$ cat config.mk
export PLATFORM = sky130hd
export DESIGN_NAME = mpu_config
export DESIGN_NICKNAME = d
export VERILOG_FILES = /design/src/mpu_pkg.sv /design/src/mpu_config.sv /design/src/mpu_homing_seq.sv
export SDC_FILE = /design/constraint.sdc
export NUM_CORES = 1
export LEC_CHECK = 0
export BUFFER_PORTS_ARGS = -buffer_cell sky130_fd_sc_hd__clkbuf_2
export CAP_MARGIN = 0
export CORE_ASPECT_RATIO = 1.2
export CORE_UTILIZATION = 40
export DETAILED_ROUTE_END_ITERATION = 8
export SETUP_SLACK_MARGIN = 0.4
export SLEW_MARGIN = 0
export SYNTH_ARGS = -nofsm -noshare
export SYNTH_HDL_FRONTEND = slang
export SYNTH_HIERARCHICAL = 1
export SYNTH_SLANG_ARGS = --single-unit
$ cat constraint.sdc
create_clock -name core_clk -period 6.9 [get_ports core_clk]
set_input_delay 1.035 -clock core_clk [delete_from_list [all_inputs] [get_ports core_clk]]
set_output_delay 1.035 -clock core_clk [all_outputs]
set_load 0.02 [all_outputs]
$ cat src/mpu_pkg.sv
// Shared constants for the motion profile unit configuration block.
// Assumes object-dictionary style access: index plus subindex, 32-bit data.
package mpu_pkg;
   localparam logic [15:0] IDX_HOMING_ACCEL = 16'h609A;
   localparam logic [15:0] IDX_HOMING_SPEED = 16'h6099;
   localparam logic [15:0] IDX_JERK_FACTOR = 16'h60A2;
   localparam logic [15:0] IDX_JERK_LIMITS = 16'h60A4;
   localparam logic [15:0] IDX_POS_UNIT = 16'h60A8;
   localparam logic [15:0] IDX_VEL_UNIT = 16'h60A9;
   localparam logic [15:0] IDX_POS_OFFSET = 16'h60B0;
   localparam logic [7:0] SUB_COUNT = 8'h00;
   localparam logic [7:0] SUB_ONE = 8'h01;
   localparam logic [7:0] SUB_TWO = 8'h02;
   localparam logic [7:0] SUB_THREE = 8'h03;
   localparam logic [7:0] SUB_FOUR = 8'h04;
   localparam logic [7:0] NUM_SPEED_SUBS = 8'h02;
   localparam logic [7:0] NUM_FACTOR_SUBS = 8'h02;
   localparam logic [7:0] NUM_JERK_SUBS = 8'h04;
   localparam logic [31:0] RST_HOMING_ACCEL = 32'h000001F4;
   localparam logic [31:0] RST_SPEED_SWITCH = 32'h00000032;
   localparam logic [31:0] RST_SPEED_ZERO = 32'h0000000A;
   localparam logic [31:0] RST_JERK_FACTOR = 32'h00000001;
   localparam logic [31:0] RST_JERK_LIMIT = 32'h000003E8;
   localparam logic [31:0] RST_POS_UNIT = 32'hFF410000;
   localparam logic [31:0] RST_VEL_UNIT = 32'h00B44700;
   localparam logic [31:0] RST_POS_OFFSET = 32'h00000000;
   localparam logic [31:0] MASK_POS_UNIT = 32'hFFFF0000;
   localparam logic [31:0] MASK_VEL_UNIT = 32'hFFFFFF00;
   localparam logic [31:0] JERK_UNLIMITED = 32'h00000000;
   localparam logic [31:0] ZERO_WORD = 32'h00000000;
   localparam logic [31:0] MODE_CSP = 32'h00000008;
   localparam logic [31:0] MODE_CLKDIR = 32'hFFFFFF9C;
   typedef enum logic [1:0] {
      MPU_IDLE = 2'b00,
      MPU_ACCEL = 2'b01,
      MPU_SEARCH_SW = 2'b11,
      MPU_SEARCH_REF = 2'b10
   } mpu_home_type;
   typedef enum logic [1:0] {
      MPU_SEG_ACC_BEGIN = 2'b00,
      MPU_SEG_ACC_END = 2'b01,
      MPU_SEG_DEC_BEGIN = 2'b11,
      MPU_SEG_DEC_END = 2'b10
   } mpu_seg_type;
endpackage

$ cat src/mpu_config.sv
// Configuration objects for homing ramp, jerk, unit descriptors, position offset.
// Assumes a host object port (index/subindex, one-cycle strobes) on core_clk;
// homing switch and end inputs come from pins and are synchronised here.
`timescale 1ns/1ps
module mpu_config
   import mpu_pkg::*;
#(
   parameter int NUM_JERK = 4
)
(
   input wire logic core_clk,
   input wire logic resetn,
   input wire logic [15:0] obj_index,
   input wire logic [7:0] obj_sub,
   input wire logic obj_wr,
   input wire logic obj_rd,
   input wire logic [31:0] obj_wdata,
   output logic [31:0] obj_rdata,
   output logic obj_ack,
   output logic obj_err,
   input wire logic [31:0] op_mode,
   input wire logic [31:0] pos_setpoint_in,
   output logic [31:0] pos_setpoint_out,
   input wire logic [1:0] jerk_segment,
   output logic [31:0] jerk_active,
   output logic jerk_unlimited,
   output logic [31:0] jerk_num,
   output logic [31:0] jerk_div,
   output logic [7:0] pos_unit_code,
   output logic [7:0] pos_unit_exp,
   output logic [7:0] vel_time_unit,
   output logic [7:0] vel_pos_unit,
   output logic [7:0] vel_unit_exp,
   input wire logic homing_start,
   input wire logic homing_switch_pin,
   input wire logic homing_end_pin,
   output logic [31:0] homing_speed_cmd,
   output logic [31:0] homing_accel_cmd,
   output logic homing_ramp_en,
   output logic homing_busy
);
   // Segment decode and port width assume exactly four limits
   if (NUM_JERK != 4) begin
      $error("jerk limit count must be four");
   end

   logic [31:0] homing_ramp_accel_q;
   logic [31:0] speed_switch_q;
   logic [31:0] speed_zero_q;
   logic [31:0] jerk_num_q;
   logic [31:0] jerk_div_q;
   logic [31:0] jerk_limits_q [NUM_JERK];
   logic [31:0] position_unit_descriptor_q;
   logic [31:0] velocity_unit_descriptor_q;
   logic [31:0] setpoint_position_offset_q;
   logic [31:0] pos_setpoint_q;
   logic [31:0] rdata_q;
   logic ack_q;
   logic err_q;
   logic [1:0] sw_sync_q;
   logic [1:0] end_sync_q;
   logic hit_d;
   logic [31:0] rd_d;

   function automatic logic is_obj(input logic [15:0] idx, input logic [7:0] sub,
                                   input logic [15:0] want_idx, input logic [7:0] want_sub);
      is_obj = (idx == want_idx) && (sub == want_sub);
   endfunction

   // Two-flop synchronisers for the homing sensor pins
   always_ff @(posedge core_clk or negedge resetn) begin
      if (!resetn) begin
         sw_sync_q <= 2'b00;
         end_sync_q <= 2'b00;
      end else begin
         sw_sync_q <= {sw_sync_q[0], homing_switch_pin};
         end_sync_q <= {end_sync_q[0], homing_end_pin};
      end
   end

   // Object writes; speed ordering left to the host
   always_ff @(posedge core_clk or negedge resetn) begin
      if (!resetn) begin
         homing_ramp_accel_q <= RST_HOMING_ACCEL;
         speed_switch_q <= RST_SPEED_SWITCH;
         speed_zero_q <= RST_SPEED_ZERO;
         jerk_num_q <= RST_JERK_FACTOR;
         jerk_div_q <= RST_JERK_FACTOR;
         for (int i = 0; i < NUM_JERK; i++) jerk_limits_q[i] <= RST_JERK_LIMIT;
         position_unit_descriptor_q <= RST_POS_UNIT;
         velocity_unit_descriptor_q <= RST_VEL_UNIT;
         setpoint_position_offset_q <= RST_POS_OFFSET;
      end else if (obj_wr) begin
         if (is_obj(obj_index, obj_sub, IDX_HOMING_ACCEL, SUB_COUNT)) homing_ramp_accel_q <= obj_wdata;
         if (is_obj(obj_index, obj_sub, IDX_HOMING_SPEED, SUB_ONE)) speed_switch_q <= obj_wdata;
         if (is_obj(obj_index, obj_sub, IDX_HOMING_SPEED, SUB_TWO)) speed_zero_q <= obj_wdata;
         if (is_obj(obj_index, obj_sub, IDX_JERK_FACTOR, SUB_ONE)) jerk_num_q <= obj_wdata;
         if (is_obj(obj_index, obj_sub, IDX_JERK_FACTOR, SUB_TWO)) jerk_div_q <= obj_wdata;
         if (obj_index == IDX_JERK_LIMITS && obj_sub >= SUB_ONE && obj_sub <= SUB_FOUR) begin
            jerk_limits_q[obj_sub[1:0] - 2'd1] <= obj_wdata;
         end
         if (is_obj(obj_index, obj_sub, IDX_POS_UNIT, SUB_COUNT)) begin
            position_unit_descriptor_q <= obj_wdata & MASK_POS_UNIT;
         end
         if (is_obj(obj_index, obj_sub, IDX_VEL_UNIT, SUB_COUNT)) begin
            velocity_unit_descriptor_q <= obj_wdata & MASK_VEL_UNIT;
         end
         if (is_obj(obj_index, obj_sub, IDX_POS_OFFSET, SUB_COUNT)) setpoint_position_offset_q <= obj_wdata;
      end
   end

   // Read decode; subindex 0 of arrays reports entry count
   always_comb begin
      hit_d = 1'b1;
      rd_d = ZERO_WORD;
      if (is_obj(obj_index, obj_sub, IDX_HOMING_ACCEL, SUB_COUNT)) rd_d = homing_ramp_accel_q;
      else if (is_obj(obj_index, obj_sub, IDX_HOMING_SPEED, SUB_COUNT)) rd_d = {24'h000000, NUM_SPEED_SUBS};
      else if (is_obj(obj_index, obj_sub, IDX_HOMING_SPEED, SUB_ONE)) rd_d = speed_switch_q;
      else if (is_obj(obj_index, obj_sub, IDX_HOMING_SPEED, SUB_TWO)) rd_d = speed_zero_q;
      else if (is_obj(obj_index, obj_sub, IDX_JERK_FACTOR, SUB_COUNT)) rd_d = {24'h000000, NUM_FACTOR_SUBS};
      else if (is_obj(obj_index, obj_sub, IDX_JERK_FACTOR, SUB_ONE)) rd_d = jerk_num_q;
      else if (is_obj(obj_index, obj_sub, IDX_JERK_FACTOR, SUB_TWO)) rd_d = jerk_div_q;
      else if (is_obj(obj_index, obj_sub, IDX_JERK_LIMITS, SUB_COUNT)) rd_d = {24'h000000, NUM_JERK_SUBS};
      else if (obj_index == IDX_JERK_LIMITS && obj_sub >= SUB_ONE && obj_sub <= SUB_FOUR) begin
         rd_d = jerk_limits_q[obj_sub[1:0] - 2'd1];
      end
      else if (is_obj(obj_index, obj_sub, IDX_POS_UNIT, SUB_COUNT)) rd_d = position_unit_descriptor_q;
      else if (is_obj(obj_index, obj_sub, IDX_VEL_UNIT, SUB_COUNT)) rd_d = velocity_unit_descriptor_q;
      else if (is_obj(obj_index, obj_sub, IDX_POS_OFFSET, SUB_COUNT)) rd_d = setpoint_position_offset_q;
      else hit_d = 1'b0;
   end

   // Writes to subindex 0 of arrays are refused; they are read-only counts
   always_ff @(posedge core_clk or negedge resetn) begin
      if (!resetn) begin
         rdata_q <= ZERO_WORD;
         ack_q <= 1'b0;
         err_q <= 1'b0;
      end else begin
         ack_q <= obj_wr || obj_rd;
         err_q <= (obj_wr || obj_rd) && (!hit_d || (obj_wr && obj_sub == SUB_COUNT &&
                  (obj_index == IDX_HOMING_SPEED || obj_index == IDX_JERK_FACTOR || obj_index == IDX_JERK_LIMITS)));
         if (obj_rd) rdata_q <= rd_d;
      end
   end

   // Offset only counts in the modes that follow an external position stream
   always_ff @(posedge core_clk or negedge resetn) begin
      if (!resetn) begin
         pos_setpoint_q <= ZERO_WORD;
      end else if (op_mode == MODE_CSP || op_mode == MODE_CLKDIR) begin
         pos_setpoint_q <= pos_setpoint_in + setpoint_position_offset_q;
      end else begin
         pos_setpoint_q <= pos_setpoint_in;
      end
   end

   // Segment select: 0 acc begin, 1 acc end, 3 dec begin, 2 dec end
   always_comb begin
      unique case (mpu_seg_type'(jerk_segment))
         MPU_SEG_ACC_BEGIN: jerk_active = jerk_limits_q[0];
         MPU_SEG_ACC_END: jerk_active = jerk_limits_q[2];
         MPU_SEG_DEC_BEGIN: jerk_active = jerk_limits_q[1];
         MPU_SEG_DEC_END: jerk_active = jerk_limits_q[3];
      endcase
   end
   assign jerk_unlimited = jerk_active == JERK_UNLIMITED;

   assign obj_rdata = rdata_q;
   assign obj_ack = ack_q;
   assign obj_err = err_q;
   assign pos_setpoint_out = pos_setpoint_q;
   assign jerk_num = jerk_num_q;
   assign jerk_div = jerk_div_q;
   assign pos_unit_code = position_unit_descriptor_q[23:16];
   assign pos_unit_exp = position_unit_descriptor_q[31:24];
   assign vel_time_unit = velocity_unit_descriptor_q[15:8];
   assign vel_pos_unit = velocity_unit_descriptor_q[23:16];
   assign vel_unit_exp = velocity_unit_descriptor_q[31:24];

   mpu_homing_seq u_home (
      .core_clk(core_clk),
      .resetn(resetn),
      .start(homing_start),
      .switch_hit(sw_sync_q[1]),
      .end_hit(end_sync_q[1]),
      .speed_switch(speed_switch_q),
      .speed_zero(speed_zero_q),
      .accel(homing_ramp_accel_q),
      .speed_cmd(homing_speed_cmd),
      .accel_cmd(homing_accel_cmd),
      .ramp_en(homing_ramp_en),
      .busy(homing_busy)
   );
endmodule

$ cat src/mpu_homing_seq.sv
// Homing speed sequencer: start ramp, switch speed drop, stop at end position.
// Assumes switch and end inputs are already synchronised to core_clk.
`timescale 1ns/1ps
module mpu_homing_seq
   import mpu_pkg::*;
(
   input wire logic core_clk,
   input wire logic resetn,
   input wire logic start,
   input wire logic switch_hit,
   input wire logic end_hit,
   input wire logic [31:0] speed_switch,
   input wire logic [31:0] speed_zero,
   input wire logic [31:0] accel,
   output logic [31:0] speed_cmd,
   output logic [31:0] accel_cmd,
   output logic ramp_en,
   output logic busy
);
   mpu_home_type state_q;
   logic [31:0] speed_q;
   logic [31:0] accel_q;
   logic ramp_q;

   always_ff @(posedge core_clk or negedge resetn) begin
      if (!resetn) begin
         state_q <= MPU_IDLE;
      end else begin
         unique case (state_q)
            MPU_IDLE: if (start) state_q <= MPU_ACCEL;
            MPU_ACCEL: state_q <= end_hit ? MPU_IDLE : (switch_hit ? MPU_SEARCH_REF : MPU_SEARCH_SW);
            MPU_SEARCH_SW: state_q <= end_hit ? MPU_IDLE : (switch_hit ? MPU_SEARCH_REF : MPU_SEARCH_SW);
            MPU_SEARCH_REF: if (end_hit) state_q <= MPU_IDLE;
         endcase
      end
   end

   // Outputs registered so drive changes land one cycle after the event
   always_ff @(posedge core_clk or negedge resetn) begin
      if (!resetn) begin
         speed_q <= ZERO_WORD;
         accel_q <= ZERO_WORD;
         ramp_q <= 1'b0;
      end else if (end_hit && state_q != MPU_IDLE) begin
         speed_q <= ZERO_WORD;
         ramp_q <= 1'b0;
      end else if (switch_hit && (state_q == MPU_ACCEL || state_q == MPU_SEARCH_SW)) begin
         speed_q <= speed_zero;
         ramp_q <= 1'b0;
      end else if (state_q == MPU_IDLE && start) begin
         speed_q <= speed_switch;
         accel_q <= accel;
         ramp_q <= 1'b1;
      end else if (state_q != MPU_IDLE) begin
         ramp_q <= 1'b0;
      end
   end

   assign speed_cmd = speed_q;
   assign accel_cmd = accel_q;
   assign ramp_en = ramp_q;
   assign busy = state_q != MPU_IDLE;
endmodule

==> flow_metrics.env <==
export IMPL_dp_final_hpwl_mm=61.72
export IMPL_synth_main_ff_cell="dfrtp_1"
export IMPL_timing_max_cap_violations=0
export IMPL_ys_ff_latch=497
export IMPL_syn_to_final_growth_pct=18.48
export IMPL_grt_pass1_wl_mm=125.7
export IMPL_place_inst=3090
export IMPL_area_share_of_xor_xnor_cells_in_the_synthesized_design_pct=1.046
export IMPL_syn_inst=2018
export IMPL_power_per_cell_area_nw_per_um2=231.3
export IMPL_rsz0062_at_grt="false"
export IMPL_std_cell_rows=98
export IMPL_cts_htree_levels=2
export IMPL_portBuffers=397
export IMPL_avgRoutedWirePerCell_um=26.58
export IMPL_finalNetCount=2509
export IMPL_critical_path_endpoint_type="primary output"
export IMPL_numCtsBuffers=52
export IMPL_reg2reg_from="setpoint_position_offset_q[0]"
export IMPL_required_time_of_the_critical_path_ns=5.86
export IMPL_synth_simple_area_share_pct=8.265
export IMPL_slew_headroom_pct=25.41
export IMPL_post_cts_hold_buffer_count=0
export IMPL_synth_yosys_warnings=6
export IMPL_synth_largest_area_cell="dfrtp_1"
export IMPL_synth_top_cells_by_count="442 x dfrtp_1, 383 x mux2_2, 260 x nand2_1, 132 x o21ai_0, 97 x clkbuf_1"
export IMPL_post_synth_main_area_contributors="dfrtp_1 46%, mux2_2 18%, dfstp_2 6.0%"
export IMPL_tritoncts="done"
export IMPL_synth_edf_count=0
export IMPL_slew_viol_final=0
export IMPL_power_ir_vdd_worst_v=0.0001703
export IMPL_critPathMaxFanout=17
export IMPL_post_synth_top_area_fraction_pct=45.55
export IMPL_fin_skew_ns=0.008481
export IMPL_final_hold_viol_count=0
export IMPL_numClockSinks=497
export IMPL_route_antenna_remaining_nets=0
export IMPL_status="completed"
export IMPL_first_global_vias=18510
export IMPL_place_congestion=1.001
export IMPL_violation_count_after_the_first_detailed_routing_iteration=1695
export IMPL_floorplan_die_width_um=226.9
export IMPL_detail_route_first_pass_iterations=9
export IMPL_final_layout_size_suffix_gt1_share_pct=43.88
export IMPL_cts_post_setup_buffers_inserted=0
export IMPL_mappedNetlistNets=2183
export IMPL_final_cell_count_no_fill=3192
export IMPL_clk_pin_slew_worst_paths_ns=0.06
export IMPL_sum_of_negative_setup_slack_ns=0
export IMPL_cp_data_arrival_time_ns=3.67
export IMPL_power_sequential_fraction_pct=45.4
export IMPL_fp_dieH_um=271.9
export IMPL_power_share_combinational_pct=8.5
export IMPL_startpoint_to_endpoint_class_of_the_critical_path="input port to primary output"
export IMPL_netSwitchingFraction_pct=25.24
export IMPL_drcViolationCount=0
export IMPL_worst_setup_path_startpoint="jerk_segment[0]"
export IMPL_post_cts_resized=0
export IMPL_synth_cell_type_count=71
export IMPL_postSynth_asyncResetShare_pct=100.0
export IMPL_grt_antenna_before_repair=7
export IMPL_timing_final_setup_violations=0
export IMPL_worst_margin_pin_slew_ns=1.119
export IMPL_worstHoldPathType="register to register"
export IMPL_finalCritPeriodShare_pct=68.20
export IMPL_period_needed_ns=4.706
export IMPL_total_switching_power_mw=1.680
export IMPL_overall_die_area_um2=61700
export IMPL_p_leak_nw=14.14
export IMPL_grt_start_max_net_pins=175
export IMPL_muxShareOfSynthArea_pct=23.86
export IMPL_design_portCount=398
export IMPL_worst_hold_startpoint="end_sync_q[0]"
export IMPL_dr_total_vias=18730
export IMPL_cts_buffer_depth=3
export IMPL_detail_route_vias_per_cell=5.868
export IMPL_clkPwrFrac_pct=46.0
export IMPL_avgSynthCellArea_um2=12.03
export IMPL_p_int_mw=4.974
export IMPL_groute_usage_overall_pct=27.54
export IMPL_netlist_area_um2=24280
export IMPL_clk_insertion_delay_late_ns=0.61
export IMPL_clock_tree_root_cell="clkbuf_16"
export IMPL_max_freq_mhz=212.5
export IMPL_synth_most_common_cell="dfrtp_1"
export IMPL_ys_seq_area_share_pct=51.50
export IMPL_worstSetupStartpointType="input port"
export IMPL_start_util_pct=40.58
export IMPL_totalWireLength_mm=84.85
export IMPL_synthAdderAreaFrac_pct=1.886
export IMPL_combinational_family_with_the_most_area_after_synthesis="multiplexers"
export IMPL_grt_overflow=0
export IMPL_synth_compound_gate_area_share_pct=10.39
export IMPL_placeableCoreArea_um2=59840
[per-stage QoR]
| stage | power [mW] | hold slack (ns) | utilization (%) | area [um2] | setup slack, ns |
|---|---|---|---|---|---|
| floorplan | 3.362 | 0.3312 | - | 24280 | 1.901 |
| global route | 6.867 | 0.3744 | 48.08 | 28770 | 1.924 |
| detailed placement | 3.646 | 0.3396 | 44.95 | 26900 | 2.014 |
| global placement | 3.640 | 0.3371 | 44.95 | 26900 | 2.047 |
| finish | 6.653 | 0.3518 | 48.08 | 28770 | 2.194 |
| CTS | 6.708 | 0.3559 | 48.05 | 28750 | 2.044 |
[cells in the final DEF, fill, tap and decap left out, types with 53 or more instances in the layout]
master and n:
clkbuf_2 396, nand2_1 259, dfstp_2 55, o21ai_0 132
clkbuf_16 53, mux2_2 383, a21oi_1 53, dfrtp_1 442
nor2_1 54, mux4_2 64
[power groups by stage]
| stage | sequential (mW) | combinational [mW] | clock, mW |
|---|---|---|---|
| floorplan | 3.14 | 0.226 | 0 |
| global placement | 3.07 | 0.567 | 0 |
| detailed placement | 3.08 | 0.570 | 0 |
| CTS | 3.02 | 0.572 | 3.11 |
| global route | 3.03 | 0.618 | 3.22 |
| finish | 3.02 | 0.568 | 3.06 |
[worst max-delay path: stages]
cell	delay (ns)
clkbuf_2	0.56
buf_4	0.45
mux4_2	0.58
nor4_1	0.55
nand4_1	0.15
nor2_1	0.14
clkbuf_2	0.19
[cell type report]
class,instances,area (um2)
Clock inverter,23,332.8
Sequential cell,497,12510
Fill cell,5544,31070
Tap cell,800,1001
Timing Repair Buffer,429,2250
Inverter,18,67.56
Clock buffer,73,1521
Antenna cell,6,15.01
Multi-Input combinational cell,1346,11080
[cell families (layout without fill, tap and decap cells)]
logic type                 after synthesis  in the layout
adders and majority gates               36             36
other                                    0              6
muxes                                  451            451
and+or+nand+nor                        438            438
xor gates and xnor gates                29             29
buffers and inverters                  175            543
DFF                                    497            497
AOI/OAI and AO/OA                      392            392
[metal layers]
layer,up-vias,track usage [%],routed length [um]
li1,8124,-,-
met1,9638,38.50,36460
met2,819,41.45,38560
met3,149,5.167,5920
met4,2,12.46,3901
met5,-,0,11
[sequential cells by signal, summed over array words and instances (netlist names), 16 cells and up]
signal	count
speed_zero_q	32
u_home/accel_cmd	32
setpoint_position_offset_q	32
homing_ramp_accel_q	32
pos_setpoint_out	32
obj_rdata	32
jerk_div	32
u_home/speed_cmd	32
position_unit_descriptor_q	16
velocity_unit_descriptor_q	24
speed_switch_q	32
jerk_num	32
jerk_limits_q	128
[final timing paths]
check,cells past startpoint,slack [ns],to
max in group asynchronous,2,4.80,u_home/accel_cmd[26]
max reg2reg,12,3.29,pos_setpoint_out[24]
min in group asynchronous,1,0.48,setpoint_position_offset_q[5]
min reg2reg,0,0.35,end_sync_q[1]
min,0,0.35,end_sync_q[1]
max,7,2.19,jerk_unlimited
No activity file was read; power rests on OpenSTA's default activity.
